$ cat src/include/ddr3_pin_pkg.sv
// Shared types and constants of the memory pin front end
package ddr3_pin_pkg;
	localparam int ADDR_W = 15;
	localparam int BANK_W = 3;
	localparam int NBANK = 8;
	localparam int DQ_W = 16;
	localparam int MR_N = 4;
	localparam int BURST_LONG = 8;
	localparam int BURST_SHORT = 4;
	localparam logic [3:0] BEATS_BL8 = 4'h8;
	localparam logic [3:0] BEATS_BC4 = 4'h4;
	// Address bit roles
	localparam int AP_BIT = 10;
	localparam int CHOP_BIT = 12;
	// Mode register fields
	localparam int MR0_BL_LSB = 0;
	localparam logic [1:0] MR0_BL_OTF = 2'h1;
	localparam int MR1_RTT0 = 2;
	localparam int MR1_RTT1 = 6;
	localparam int MR1_RTT2 = 9;
	localparam int MR1_TDQS = 11;
	localparam int MR2_RTTWR_LSB = 9;
	localparam logic [ADDR_W-1:0] MR_RST = 15'h0000;
	// Sync stage reset values
	localparam logic CS_N_RST = 1'b1;
	localparam logic CKE_RST = 1'b0;

	// Encoding of {cs_n, ras_n, cas_n, we_n}
	typedef enum logic [3:0] {
		CMD_MRS = 4'h0,
		CMD_REF = 4'h1,
		CMD_PRE = 4'h2,
		CMD_ACT = 4'h3,
		CMD_WR = 4'h4,
		CMD_RD = 4'h5,
		CMD_ZQ = 4'h6,
		CMD_NOP = 4'h7,
		CMD_DES = 4'h8
	} cmd_t;

	// Gray along normal, power-down, self refresh
	typedef enum logic [1:0] {
		PWR_ON = 2'h0,
		PWR_PRE_PD = 2'h1,
		PWR_ACT_PD = 2'h3,
		PWR_SELF_REF = 2'h2
	} pwr_t;

	typedef struct packed {
		logic cs_n;
		logic ras_n;
		logic cas_n;
		logic we_n;
		logic cke;
		logic odt;
		logic [BANK_W-1:0] ba;
		logic [ADDR_W-1:0] addr;
	} ca_t;

	typedef struct packed {
		cmd_t cmd;
		logic [BANK_W-1:0] bank;
		logic [ADDR_W-1:0] addr;
		logic auto_pre;
		logic chop;
		logic [NBANK-1:0] pre_mask;
	} cmd_out_t;

	typedef struct packed {
		logic [DQ_W-1:0] data;
		logic [1:0] byte_en;
	} wr_beat_t;

	typedef struct packed {
		logic ck;
		logic ca;
		logic odt;
		logic dq;
	} buf_en_t;
endpackage

$ cat src/verilog/ddr3_pin_front.sv
// Device-side pin front end: command capture, power states, data path
// Function
// - Sample control and address at CK rising crossing; strobe follows crossings.
// - Chip select high masks the command; low enables the decoder.
// - Command comes from registered RAS, CAS, WE with chip select.
// - Address carries row, column plus auto-precharge, or mode op-code.
// - Precharge one bank when address bit 10 low, all banks when high.
// - With on-the-fly chop enabled, bit 12 high means eight beats, low four.
// - Bank address picks the bank, or the mode register under LOAD MODE.
// - CKE low enters precharge power-down or self refresh, or active power-down.
// - CKE synchronous except self-refresh exit, which needs no clock edge.
// - Power-down keeps CK, CKE, reset, ODT; self refresh only CKE, reset.
// - Lower data mask high drops the lower byte of that write beat.
// - Upper data mask high drops the upper byte of that write beat.
// - Strobe edge-aligned with read data; controller centres it on writes.
// - On x8 with termination strobe enabled, masking is off.
// - ODT registered high applies termination only once enabled by LOAD MODE.
// - Active-low reset is asynchronous on assertion and release.
// - On x8 the no-function balls become termination strobe and DQ[7:4].
`timescale 1ns/100ps
module ddr3_pin_front #(
	parameter bit X16 = 1'b1
) (
	input wire logic clk_i,
	input wire logic srst_i,
	input wire logic reset_n_i,
	input wire logic ck_t_i,
	input wire logic ck_c_i,
	input wire ddr3_pin_pkg::ca_t ca_i,
	input wire logic [ddr3_pin_pkg::DQ_W-1:0] dq_i,
	input wire logic dqs_i,
	input wire logic [1:0] dm_i,
	input wire logic [ddr3_pin_pkg::DQ_W-1:0] rd_data_i,
	input wire logic rd_valid_i,
	output logic [ddr3_pin_pkg::DQ_W-1:0] dq_o,
	output logic dq_oe_o,
	output logic dqs_t_o,
	output logic dqs_c_o,
	output logic dqs_oe_o,
	output logic tdqs_term_o,
	output logic term_on_o,
	output ddr3_pin_pkg::cmd_out_t cmd_o,
	output logic cmd_valid_o,
	output ddr3_pin_pkg::wr_beat_t wr_beat_o,
	output logic wr_valid_o,
	output logic [ddr3_pin_pkg::NBANK-1:0] bank_open_o,
	output ddr3_pin_pkg::pwr_t pwr_o,
	output ddr3_pin_pkg::buf_en_t buf_en_o
);
	import ddr3_pin_pkg::*;

	localparam int PIN_W = $bits(ca_t) + DQ_W + 4;
	localparam logic [PIN_W-1:0] PIN_RST =
		{CS_N_RST, 3'h7, CKE_RST, {(PIN_W - 5){1'b0}}};

	function automatic cmd_t decode(input ca_t c);
		if (c.cs_n) begin
			decode = CMD_DES;
		end else begin
			decode = cmd_t'({1'b0, c.ras_n, c.cas_n, c.we_n});
		end
	endfunction

	function automatic logic [NBANK-1:0] bank_bit(input logic [BANK_W-1:0] b);
		bank_bit = NBANK'(1) << b;
	endfunction

	// Pin inputs other than reset_n_i, all through two stages
	ca_t ca_s;
	logic [DQ_W-1:0] dq_s;
	logic ck_t_s;
	logic ck_c_s;
	logic dqs_s;
	logic [1:0] dm_s;

	pin_sync #(
		.W(PIN_W),
		.RST_VAL(PIN_RST)
	) u_sync (
		.clk_i(clk_i),
		.srst_i(srst_i),
		.d_i({ca_i, dq_i, ck_t_i, ck_c_i, dqs_i, dm_i[0]}),
		.q_o({ca_s, dq_s, ck_t_s, ck_c_s, dqs_s, dm_s[0]})
	);

	pin_sync #(
		.W(1),
		.RST_VAL(1'b0)
	) u_sync_udm (
		.clk_i(clk_i),
		.srst_i(srst_i),
		.d_i(dm_i[1]),
		.q_o(dm_s[1])
	);

	// Edge finding and interface state
	logic ck_d;
	logic dqs_d;
	logic odt_reg;
	logic [3:0] wr_left;
	logic mr_wr;
	logic [BANK_W-1:0] mr_sel;
	logic [ADDR_W-1:0] mr_op;
	logic otf_en;
	logic term_en;
	logic tdqs_en;

	logic next_ck_d;
	logic next_dqs_d;
	logic next_odt_reg;
	logic [3:0] next_wr_left;
	logic next_mr_wr;
	logic [BANK_W-1:0] next_mr_sel;
	logic [ADDR_W-1:0] next_mr_op;
	logic [DQ_W-1:0] next_dq_o;
	logic next_dq_oe;
	logic next_dqs_t;
	logic next_dqs_oe;
	logic next_tdqs_term;
	logic next_term_on;
	cmd_out_t next_cmd;
	logic next_cmd_valid;
	wr_beat_t next_wr_beat;
	logic next_wr_valid;
	logic [NBANK-1:0] next_bank_open;
	pwr_t next_pwr;
	buf_en_t next_buf_en;

	logic ck_cross;
	logic ck_rise;
	logic ca_live;
	cmd_t cmd_now;
	logic chop_now;

	mode_regs u_mode (
		.clk_i(clk_i),
		.srst_i(srst_i),
		.reset_n_i(reset_n_i),
		.wr_i(mr_wr),
		.sel_i(mr_sel),
		.op_i(mr_op),
		.otf_o(otf_en),
		.term_en_o(term_en),
		.tdqs_en_o(tdqs_en)
	);

	always_comb begin
		ck_cross = ck_t_s & ~ck_c_s;
		ck_rise = ck_cross & ~ck_d;
		// Decoder input buffers only live in normal operation
		ca_live = buf_en_o.ca;
		cmd_now = decode(ca_s);
		// Without on-the-fly, the fixed burst length stands at eight
		chop_now = otf_en & ~ca_s.addr[CHOP_BIT];

		next_ck_d = ck_cross;
		next_dqs_d = dqs_s;
		next_odt_reg = odt_reg;
		next_wr_left = wr_left;
		next_mr_wr = 1'b0;
		next_mr_sel = mr_sel;
		next_mr_op = mr_op;
		next_cmd = cmd_o;
		next_cmd_valid = 1'b0;
		next_bank_open = bank_open_o;
		next_pwr = pwr_o;
		next_wr_beat = wr_beat_o;
		next_wr_valid = 1'b0;
		next_dq_o = dq_o;
		next_dq_oe = dq_oe_o;
		next_dqs_t = dqs_t_o;
		next_dqs_oe = dqs_oe_o;

		// ODT keeps its buffer in power-down, not in self refresh
		if (ck_rise && buf_en_o.odt) begin
			next_odt_reg = ca_s.odt;
		end

		if (ck_rise && ca_live && ca_s.cke && cmd_now != CMD_DES) begin
			next_cmd.cmd = cmd_now;
			next_cmd.bank = ca_s.ba;
			next_cmd.addr = ca_s.addr;
			next_cmd.auto_pre = ca_s.addr[AP_BIT];
			next_cmd.chop = chop_now;
			next_cmd.pre_mask = '0;
			next_cmd_valid = cmd_now != CMD_NOP;
			case (cmd_now)
				CMD_ACT: begin
					next_bank_open = bank_open_o | bank_bit(ca_s.ba);
				end
				CMD_PRE: begin
					if (ca_s.addr[AP_BIT]) begin
						next_cmd.pre_mask = '1;
					end else begin
						next_cmd.pre_mask = bank_bit(ca_s.ba);
					end
					next_bank_open = bank_open_o & ~next_cmd.pre_mask;
				end
				CMD_WR, CMD_RD: begin
					// Auto-precharge closes the row at the command itself
					if (ca_s.addr[AP_BIT]) begin
						next_cmd.pre_mask = bank_bit(ca_s.ba);
						next_bank_open = bank_open_o & ~bank_bit(ca_s.ba);
					end
					if (cmd_now == CMD_WR) begin
						next_wr_left = chop_now ? BEATS_BC4 : BEATS_BL8;
					end
				end
				CMD_MRS: begin
					next_mr_wr = 1'b1;
					next_mr_sel = ca_s.ba;
					next_mr_op = ca_s.addr;
				end
				default: begin
				end
			endcase
		end

		case (pwr_o)
			PWR_ON: begin
				if (ck_rise && !ca_s.cke) begin
					if (!ca_s.cs_n && cmd_now == CMD_REF) begin
						next_pwr = PWR_SELF_REF;
					end else if (|bank_open_o) begin
						next_pwr = PWR_ACT_PD;
					end else begin
						next_pwr = PWR_PRE_PD;
					end
				end
			end
			PWR_PRE_PD, PWR_ACT_PD: begin
				if (ck_rise && ca_s.cke) begin
					next_pwr = PWR_ON;
				end
			end
			PWR_SELF_REF: begin
				// Clock may be stopped here, so no edge is awaited
				if (ca_s.cke) begin
					next_pwr = PWR_ON;
				end
			end
			default: begin
				next_pwr = PWR_ON;
			end
		endcase

		next_buf_en.ck = next_pwr != PWR_SELF_REF;
		next_buf_en.odt = next_pwr != PWR_SELF_REF;
		next_buf_en.ca = next_pwr == PWR_ON;
		next_buf_en.dq = next_pwr == PWR_ON;

		// Write beats land on either strobe edge, centred by the controller
		if (buf_en_o.dq && wr_left != 4'h0 && !dqs_oe_o && dqs_s != dqs_d) begin
			next_wr_beat.data = dq_s;
			if (X16) begin
				next_wr_beat.byte_en = ~dm_s;
			end else begin
				// DQ[7:4] sit on the former no-function balls
				next_wr_beat.data = {8'h00, dq_s[7:0]};
				next_wr_beat.byte_en = {1'b0, ~dm_s[0] | tdqs_en};
			end
			next_wr_valid = 1'b1;
			next_wr_left = wr_left - 4'h1;
		end

		// Read data and strobe leave together on each rising clock crossing
		if (ck_rise) begin
			next_dq_oe = rd_valid_i;
			next_dqs_oe = rd_valid_i;
			if (rd_valid_i) begin
				next_dq_o = X16 ? rd_data_i : {8'h00, rd_data_i[7:0]};
				next_dqs_t = ~dqs_t_o;
			end
		end

		next_term_on = term_en & odt_reg & buf_en_o.odt;
		next_tdqs_term = !X16 & tdqs_en & next_term_on;
	end

	// Pin reset clears all state but the synchronisers without waiting for a clock
	always_ff @(posedge clk_i or negedge reset_n_i) begin
		if (!reset_n_i) begin
			ck_d <= 1'b0;
			dqs_d <= 1'b0;
			odt_reg <= 1'b0;
			wr_left <= 4'h0;
			mr_wr <= 1'b0;
			mr_sel <= '0;
			mr_op <= '0;
			cmd_o <= '{cmd: CMD_DES, default: '0};
			cmd_valid_o <= 1'b0;
			wr_beat_o <= '0;
			wr_valid_o <= 1'b0;
			bank_open_o <= '0;
			pwr_o <= PWR_ON;
			buf_en_o <= '1;
			dq_o <= '0;
			dq_oe_o <= 1'b0;
			dqs_t_o <= 1'b0;
			dqs_c_o <= 1'b1;
			dqs_oe_o <= 1'b0;
			term_on_o <= 1'b0;
			tdqs_term_o <= 1'b0;
		end else if (srst_i) begin
			ck_d <= 1'b0;
			dqs_d <= 1'b0;
			odt_reg <= 1'b0;
			wr_left <= 4'h0;
			mr_wr <= 1'b0;
			mr_sel <= '0;
			mr_op <= '0;
			cmd_o <= '{cmd: CMD_DES, default: '0};
			cmd_valid_o <= 1'b0;
			wr_beat_o <= '0;
			wr_valid_o <= 1'b0;
			bank_open_o <= '0;
			pwr_o <= PWR_ON;
			buf_en_o <= '1;
			dq_o <= '0;
			dq_oe_o <= 1'b0;
			dqs_t_o <= 1'b0;
			dqs_c_o <= 1'b1;
			dqs_oe_o <= 1'b0;
			term_on_o <= 1'b0;
			tdqs_term_o <= 1'b0;
		end else begin
			ck_d <= next_ck_d;
			dqs_d <= next_dqs_d;
			odt_reg <= next_odt_reg;
			wr_left <= next_wr_left;
			mr_wr <= next_mr_wr;
			mr_sel <= next_mr_sel;
			mr_op <= next_mr_op;
			cmd_o <= next_cmd;
			cmd_valid_o <= next_cmd_valid;
			wr_beat_o <= next_wr_beat;
			wr_valid_o <= next_wr_valid;
			bank_open_o <= next_bank_open;
			pwr_o <= next_pwr;
			buf_en_o <= next_buf_en;
			dq_o <= next_dq_o;
			dq_oe_o <= next_dq_oe;
			dqs_t_o <= next_dqs_t;
			dqs_c_o <= ~next_dqs_t;
			dqs_oe_o <= next_dqs_oe;
			term_on_o <= next_term_on;
			tdqs_term_o <= next_tdqs_term;
		end
	end
endmodule

$ cat src/verilog/pin_sync.sv
// Two-stage synchroniser for pin inputs
`timescale 1ns/100ps
module pin_sync #(
	parameter int W = 1,
	parameter logic [W-1:0] RST_VAL = '0
) (
	input wire logic clk_i,
	input wire logic srst_i,
	input wire logic [W-1:0] d_i,
	output logic [W-1:0] q_o
);
	logic [W-1:0] meta;
	logic [W-1:0] next_meta;
	logic [W-1:0] next_q;

	always_comb begin
		next_meta = srst_i ? RST_VAL : d_i;
		next_q = srst_i ? RST_VAL : meta;
	end

	always_ff @(posedge clk_i) begin
		meta <= next_meta;
		q_o <= next_q;
	end
endmodule

$ cat src/verilog/mode_regs.sv
// Four mode registers loaded by LOAD MODE, with decoded fields
`timescale 1ns/100ps
module mode_regs
	import ddr3_pin_pkg::*;
(
	input wire logic clk_i,
	input wire logic srst_i,
	input wire logic reset_n_i,
	input wire logic wr_i,
	input wire logic [BANK_W-1:0] sel_i,
	input wire logic [ADDR_W-1:0] op_i,
	output logic otf_o,
	output logic term_en_o,
	output logic tdqs_en_o
);
	logic [MR_N-1:0][ADDR_W-1:0] mr;
	logic [MR_N-1:0][ADDR_W-1:0] next_mr;

	always_comb begin
		next_mr = mr;
		// Upper bank-select codes name no register and are dropped
		if (wr_i && sel_i < BANK_W'(MR_N)) begin
			next_mr[sel_i[1:0]] = op_i;
		end
		otf_o = mr[0][MR0_BL_LSB +: 2] == MR0_BL_OTF;
		term_en_o = mr[1][MR1_RTT0] | mr[1][MR1_RTT1] | mr[1][MR1_RTT2]
			| (|mr[2][MR2_RTTWR_LSB +: 2]);
		tdqs_en_o = mr[1][MR1_TDQS];
	end

	always_ff @(posedge clk_i or negedge reset_n_i) begin
		if (!reset_n_i) begin
			mr <= {MR_N{MR_RST}};
		end else if (srst_i) begin
			mr <= {MR_N{MR_RST}};
		end else begin
			mr <= next_mr;
		end
	end
endmodule

$ cat config.mk
export PLATFORM = sky130hd
export DESIGN_NAME = ddr3_pin_front
export DESIGN_NICKNAME = d
export VERILOG_FILES = /design/src/include/ddr3_pin_pkg.sv /design/src/verilog/ddr3_pin_front.sv /design/src/verilog/pin_sync.sv /design/src/verilog/mode_regs.sv
export SDC_FILE = /design/constraint.sdc
export NUM_CORES = 1
export LEC_CHECK = 0
export ABC_AREA = 1
export BUFFER_PORTS_ARGS = -buffer_cell sky130_fd_sc_hd__buf_2
export CELL_PAD_IN_SITES_DETAIL_PLACEMENT = 0
export CELL_PAD_IN_SITES_GLOBAL_PLACEMENT = 1
export CORE_MARGIN = 2
export CORE_UTILIZATION = 42
export CTS_BUF_LIST = sky130_fd_sc_hd__clkbuf_8
export DETAILED_ROUTE_END_ITERATION = 8
export MAX_ROUTING_LAYER = met4
export PLACE_DENSITY_LB_ADDON = 0.1
export RECOVER_POWER = 25
export SLEW_MARGIN = 5
export SYNTH_ARGS = -nofsm -noshare
export SYNTH_HDL_FRONTEND = slang
export SYNTH_HIERARCHICAL = 1
export SYNTH_SLANG_ARGS = --single-unit
$ cat constraint.sdc
create_clock -name clk_i -period 1.93 [get_ports clk_i]
set_input_delay 0.2895 -clock clk_i [delete_from_list [all_inputs] [get_ports clk_i]]
set_output_delay 0.2895 -clock clk_i [all_outputs]
set_load 0.01 [all_outputs]
==> results of run 1 <==
==> repair_timing <==
item                      CTS  global route
hold buffers               16             2
setup buffers               0             0
hold endpoints to repair  118             2
==> metal layers <==
metal	global-route usage (%)	part of all wire [%]
met4	4.189	0.86
met1	24.71	51
met5	-	0
met2	26.11	44
met3	4.122	4.5
==> area by class of cell <==
cell class              count  area share, %
inverters                 164          6.869
flip-flops and latches    197          49.94
clock inverters            14          1.672
multi-input cells         499          24.33
well taps                 229          3.191
clock buffers              18          2.759
repair buffers            180          11.24
==> worst max-delay path, stage by stage, from the launching register on <==
cell                      delay, ns
sky130_fd_sc_hd__dfstp_2       0.55
sky130_fd_sc_hd__inv_1         0.05
sky130_fd_sc_hd__nor2_1        0.16
sky130_fd_sc_hd__nand3_4       0.17
sky130_fd_sc_hd__nor2_8        0.26
sky130_fd_sc_hd__inv_2         0.20
sky130_fd_sc_hd__o21ai_0       0.20
==> where the power goes <==
| part | switching, mW | total (mW) | leakage, nW | internal [mW] |
|---|---|---|---|---|
| Clock | 1.62 | 2.64 | 0.204 | 1.02 |
| Combinational | 0.365 | 0.590 | 2.58 | 0.225 |
| Sequential | 0.0662 | 4.31 | 2.22 | 4.25 |
==> through the flow <==
stage / hold slack [ns] / area [µm²] / std cells
2_1_floorplan: -0.006091 / 7547 / 893
3_3_place_gp: 0.3079 / 8441 / 1251
3_5_place_dp: 0.3079 / 8441 / 1251
4_1_cts: 0.00006423 / 8999 / 1299
5_1_grt: 0.005033 / 8980 / 1301
6_report: 0.02995 / 8980 / 1301
==> how the worst max path moves through the flow <==
stage               slack (ns)  cells after the start        end
floorplan                 0.49                      8  cmd_o[20]
global placement          0.29                      6   cmd_o[0]
global route              0.08                      6  cmd_o[25]
CTS                       0.23                      6  cmd_o[20]
finish                    0.26                      6   cmd_o[7]
detailed placement        0.25                      6  cmd_o[20]
==> results by stage, run 1 <==
Critical path:
- The kind of start point of the critical path is a register.
- The worst flop-to-flop path endpoint is cmd_o[7].
- The setup check on the worst reg-to-reg path leaves a slack of 0.26 ns.
- The kind of end point of the critical path is a register.
- The arrival time reported for the critical path endpoint is 2.04 ns.
- The highest net fanout along the worst path is 17.
- The launch point of the critical path is ca_live.
- The setup path with the least slack is of type reg -> reg.
- For the worst flop-to-flop path, the logic depth is 6.
- Data on the critical path is required at its endpoint by 2.31 ns.
- In this run the critical register-to-register path is launched from ca_live.

STA:
- The max-slew violation count is 0.
- The final worst-path cycle share is 86.34%.
- The transition time of the tightest slew-check pin is 1.213 ns.
- The final setup TNS is 0 ns.
- The worst setup slack after layout is 0.2636 ns.
- The count of endpoints failing setup in the final report is 0.
- Setup repair after global routing left no endpoint under its margin.
- The highest clock frequency the design can meet is 600.1 MHz.
- The worst-case clock skew is 0.01164 ns.
- For the finished layout, the period the worst path requires is 1.666 ns.
- The hold violation total from the final report is 0.
- The worst max-slew margin expressed relative to the limit is 19.10%.

Detailed routing:
- For this run, design rule violations remaining after detail routing come to 0.
- The pre-antenna-repair detailed-routing pass consisted of 4 iterations.
- The vias per cell is 4.341.
- In this run, the number of DRC markers left after iteration 0 of detailed routing was 227.
- The post-route antenna net violation count is 0.
- The routed design has 15.86 mm of wire.
- Detailed routing inserted a total of 5648 vias.
- The detailed-route wire length per cell is 12.19 µm.

CTS:
- After clock tree synthesis, the repair step resized 0 gates.
- The total clock sinks is 197.
- After clock tree synthesis, the clock-pin slew on the worst setup and hold paths is 0.10 ns.
- In this run the clock root is driven by a sky130_fd_sc_hd__clkbuf_8.
- The clock tree from TritonCTS is built.
- The largest buffer count on any clock path is 2.
- The number of levels the H-tree was split into is 4.
- For the worst-skew pair, the clock arrives at the later sink with an insertion delay of 0.46 ns.
- The number of buffers inserted during clock tree synthesis is 17.

Floorplan:
- The standard cell core area is 0.01778 mm².
- The die covers 0.01906 mm².
- The initial standard-cell utilization of the core is 42.45%.
- The number of primary I/O pins is 153.
- The floorplan die height is 138.1 µm.
- The x dimension of the die is 138.1 µm.
- The number of standard-cell rows in the floorplan is 49.

Cells and area:
- In the layout the commonest cells are sky130_fd_sc_hd__nand2_1 (231), sky130_fd_sc_hd__inv_1 (156), sky130_fd_sc_hd__buf_2 (149), sky130_fd_sc_hd__nor2_1 (112), sky130_fd_sc_hd__dfrtp_1 (103).
- The utilization of the core after routing is 50.51%.
- The multi-input combinational cell area is 0.002185 mm².
- The largest registers in the layout are u_sync/meta: 44 flops, u_sync/q_o: 44 flops, cmd_o: 31 flops.
- The filler cell count in the final layout is 1776.
- Leaving out fill and tap cells, the most frequent cell in the layout is sky130_fd_sc_hd__nand2_1.
- The net count of the finished layout is 1126.
- In the final layout, flip-flops and latches occupy 0.004484 mm².
- Compared with the post-synthesis result, the final layout area differs by 18.98%.
- Cells with a size suffix above 1 make up 20.15% of the layout.
- The total inserted antenna cells is 0.

Global routing:
- The number of global-route vias before repair is 5346.
- Global routing finished with a remaining overflow of 0.
- The number of antenna violations at the first check in global routing came to 0.
- The first global-routing pass estimated 26.77 mm of wire.
- The largest net degree at the start of global routing is 60.
- The global-route total usage across every layer is 17.63%.

Pwr:
- Total power for the finished layout comes to 7.538 mW.
- The total leakage power is 5.000 nW.
- The peak supply drop is 0.4691 mV.
- For this design the ratio of total power to cell area is 839.5 mW/mm².

Place:
- Detailed placement ended at an HPWL of 11.13 mm.
- In this run the tool buffered the top-level ports with 151 buffer cells.
- The worst slack at placement is 0.2527 ns.
- The global placement routability congestion is 0.7914.

Synthesis:
- The gate count of the mapped netlist is 893.
- The synthesized area per cell is 8.452 µm².
- The net count after synthesis is 960.
- The area of the mapped netlist is 0.007547 mm².
- The yosys synthesis warning count is 6.

Run status:
- The flow ran to the end, and the final reports show no timing, DRC or antenna violations.

Hold path:
- In this run the most critical hold path is launched from dq_i[15].
- The worst hold path passes through 3 cells.
- The type of the worst min-delay path is in -> reg.
- The end point of the most critical hold path is u_sync/meta[19].

Job:
- The max-capacitance violation count is 0.
(Power assumes the default switching activity.)
==> run 2: changes to the inputs <==
==> constraint.sdc (replaced) <==
create_clock -name clk_i -period 1.8 [get_ports clk_i]
set_input_delay 0.27 -clock clk_i [delete_from_list [all_inputs] [get_ports clk_i]]
set_output_delay 0.27 -clock clk_i [all_outputs]
set_load 0.01 [all_outputs]
==> run 2 against run 1 <==
- register-to-register slack got worse by 0.08 ns
- sequential power rose by 7.2%
- utilization is 1.9 points higher
- count of clock-buffer cells in the layout down 1
- critical path type unchanged
- largest power group unchanged
- highest routed layer unchanged
==> results by stage, run 2 (synthesis results as in run 1) <==
Pwr:
- Across the VDD grid, the largest voltage drop is 0.4567 mV.
- In this run the static leakage power is 5.145 nW.
- The design internal power is 6.143 mW.
- Per report_power, the combinational group accounts for 8.3% of the total.
- The power per cell area is 892.6 mW/mm².
- Power comes to 8.310 mW.
- The net switching power is 2.167 mW.
- The share of total power dissipated in the clock network is 36.0%.
- Of the total power, the share spent switching nets is 26.08%.
- The proportion of power drawn by flip-flops and latches is 55.6%.

Critical path:
- For this design, the slowest cell found on the critical path is sky130_fd_sc_hd__dfstp_2.
- Along the worst path, the maximum fanout reaches 26.
- Data on the critical path is required at its endpoint by 2.13 ns.
- The arrival time reported for the critical path endpoint is 1.95 ns.
- The delay of the slowest cell on the worst path is 0.55 ns.
- Counting both buffers and inverters, the worst setup path holds a total of 3.
- The kind of end point of the critical path is a register.
- The largest delay contributor family on the critical path is flip-flops.
- The kind of start point of the critical path is a register.
- The critical path goes through inv_1, nor2_2, nand3_4, nand2_1, inv_1, buf_12, nand2_1, o21ai_0.
- The critical path in this run is classified as reg -> reg.

Hold path:
- In this run the worst hold path is classified as in -> reg.

CTS:
- TritonCTS built the clock tree.
- Clock-pin slew was measured on the worst setup and hold paths at 0.11 ns.
- The number of buffers inserted during clock tree synthesis is 17.
- Counting along the longest clock path gives a buffer depth of 2.
- For this design, the sink count on the clock tree is 197.
- The root buffer cell chosen for the clock tree is sky130_fd_sc_hd__clkbuf_8.
- In this run the number of H-tree levels came out at 4.
- Post-CTS timing repair inserted 0 buffers for setup.
- The clock latency on the worst-skew pair is 0.47 ns.

Cells and area:
- The final layout net count is 1156.
- The library cells used most frequently in the layout, excluding fill and tap cells, are sky130_fd_sc_hd__nand2_1 (231), sky130_fd_sc_hd__inv_1 (157), sky130_fd_sc_hd__buf_2 (149), sky130_fd_sc_hd__nor2_1 (111), sky130_fd_sc_hd__dfrtp_1 (103).
- The largest registers in the layout are u_sync/meta: 44 flops, u_sync/q_o: 44 flops, cmd_o: 31 flops.
- In the final layout, the share of cells above drive strength 1 is 20.15%.
- The total inserted antenna cells is 0.
- The multi-input combinational cell area is 0.002187 mm².
- Relative to the synthesized area, the layout overhead comes to 23.36%.
- The commonest non-fill, non-tap cell in the layout is sky130_fd_sc_hd__nand2_1.
- The filler cell count in the final layout is 1768.
- Once layout is done, the placed cells without fillers occupy 0.009310 mm².
- The area taken by flip-flops and latches is 0.004484 mm².

STA:
- After routing, the total negative slack on setup checks comes to 0 ns.
- The worst max-slew margin expressed relative to the limit is 27.14%.
- The minimum clock period after layout is 1.615 ns.
- The transition time of the tightest slew-check pin is 1.093 ns.
- The highest clock frequency the design can meet is 619.3 MHz.
- The worst-case clock skew is 0.01589 ns.
- Setup repair after global routing left no endpoint under its margin.
- The max-slew violation count is 0.
- The hold violation total from the final report is 0.
- The count of endpoints failing setup in the final report is 0.
- The final worst-path cycle share is 89.70%.

Floorplan:
- Pin placement for this block handled 153 I/O pins.
- The die covers 0.01906 mm².
- In this run the vertical extent of the chip is 138.1 µm.
- For this configuration, the core starts out at a cell density of 42.45%.
- The standard cell core area is 0.01778 mm².
- The die is 138.1 µm wide.
- The number of standard-cell rows in the floorplan is 49.

Global routing:
- The first global-routing pass estimated 27.86 mm of wire.
- The number of antenna violations at the first check in global routing is 0.
- Entering global routing, the biggest net connects 56 pins.
- The number of global-route vias before repair is 5418.
- Global routing consumed, over all layers together, 18.48% of the routing resources.
- For this run the aggregate overflow at the end of global routing stands at 0.

Place:
- The global placement routability congestion is 0.7889.
- In this run the tool buffered the top-level ports with 151 buffer cells.
- The placed instances occupy a cell area of 0.008491 mm².
- The placed wire-length estimate after detailed placement is 11.25 mm.

Detailed routing:
- The first TritonRoute pass finished after 4 iterations.
- The number of design rule violations left after detail routing is 0.
- The number of DRC markers after the initial detailed-route iteration is 258.
- Summed over all layers, the routed wires come to 16.61 mm.
- The vias per cell is 4.391.
- After detailed routing, the average wire length per cell comes to 12.48 µm.
- The total via count in the routed design is 5844.
- The count of nets left with antenna violations once routing finished came out at 0.

Job:
- The max-capacitance violation count is 0.

Run status:
- The run finished with clean final reports.
==> run 2: final timing paths <==
path	start	to	slack (ns)	cells past startpoint
max	ca_live	cmd_o[25]	0.19	8
min in group asynchronous	reset_n_i	bank_open_o[3]	0.24	2
max reg2reg	ca_live	cmd_o[25]	0.19	8
min	rd_data_i[12]	dq_o[12]	0.03	3
max in group asynchronous	reset_n_i	wr_beat_o[4]	0.37	3
min reg2reg	u_sync/meta[2]	u_sync/q_o[2]	0.40	2
==> run 2: layout make-up <==
cell class / count / share of cell area [%]
clock buffers: 17 / 2.513
clock inverters: 15 / 1.989
inverters: 164 / 6.625
multi-input cells: 499 / 23.49
flip-flops and latches: 197 / 48.17
well taps: 229 / 3.078
repair buffers: 210 / 14.14
==> run 2: metrics by stage <==
stage / util (%) / hold slack (ns) / worst slack [ns] / cells
floorplan: - / -0.02559 / 0.3624 / 893
global placement: 47.76 / 0.1099 / 0.2235 / 1256
detailed placement: 47.76 / 0.1136 / 0.1271 / 1256
CTS: 52.53 / 0.003656 / 0.1158 / 1331
global route: 52.36 / 0.01413 / 0.03055 / 1331
finish: 52.36 / 0.03443 / 0.1853 / 1331
==> run 2: repair_timing <==
| item | CTS | global route |
|---|---|---|
| endpoints found under the hold margin | 145 | 0 |
| gates resized for setup | 0 | 1 |
| hold buffers | 43 | 0 |
| setup endpoints to repair | 0 | 1 |
==> run 2: power groups by stage <==
| stage | logic, mW | registers, mW | clock network, mW |
|---|---|---|---|
| after floorplan | 0.362 | 4.73 | 0 |
| after global placement | 0.636 | 4.71 | 0 |
| after detailed placement | 0.638 | 4.72 | 0 |
| after CTS | 0.711 | 4.63 | 3.09 |
| after global routing | 0.791 | 4.65 | 3.29 |
| final | 0.692 | 4.62 | 2.99 |
==> run 2: routing by layer <==
layer | wire [µm] | global-route usage, % | vias to the layer above
met1 | 8415 | 26.65 | 2616
met3 | 733 | 3.810 | 18
met5 | 0 | - | -
met4 | 264 | 5.961 | 0
li1 | - | - | 3061
met2 | 7198 | 26.13 | 149
==> run 2: tightest hold or removal path, delay by kind of cell <==
family                 cells  cell delay [ns]
AO/OA/AOI/OAI              1             0.07
buffers and inverters      2             0.13
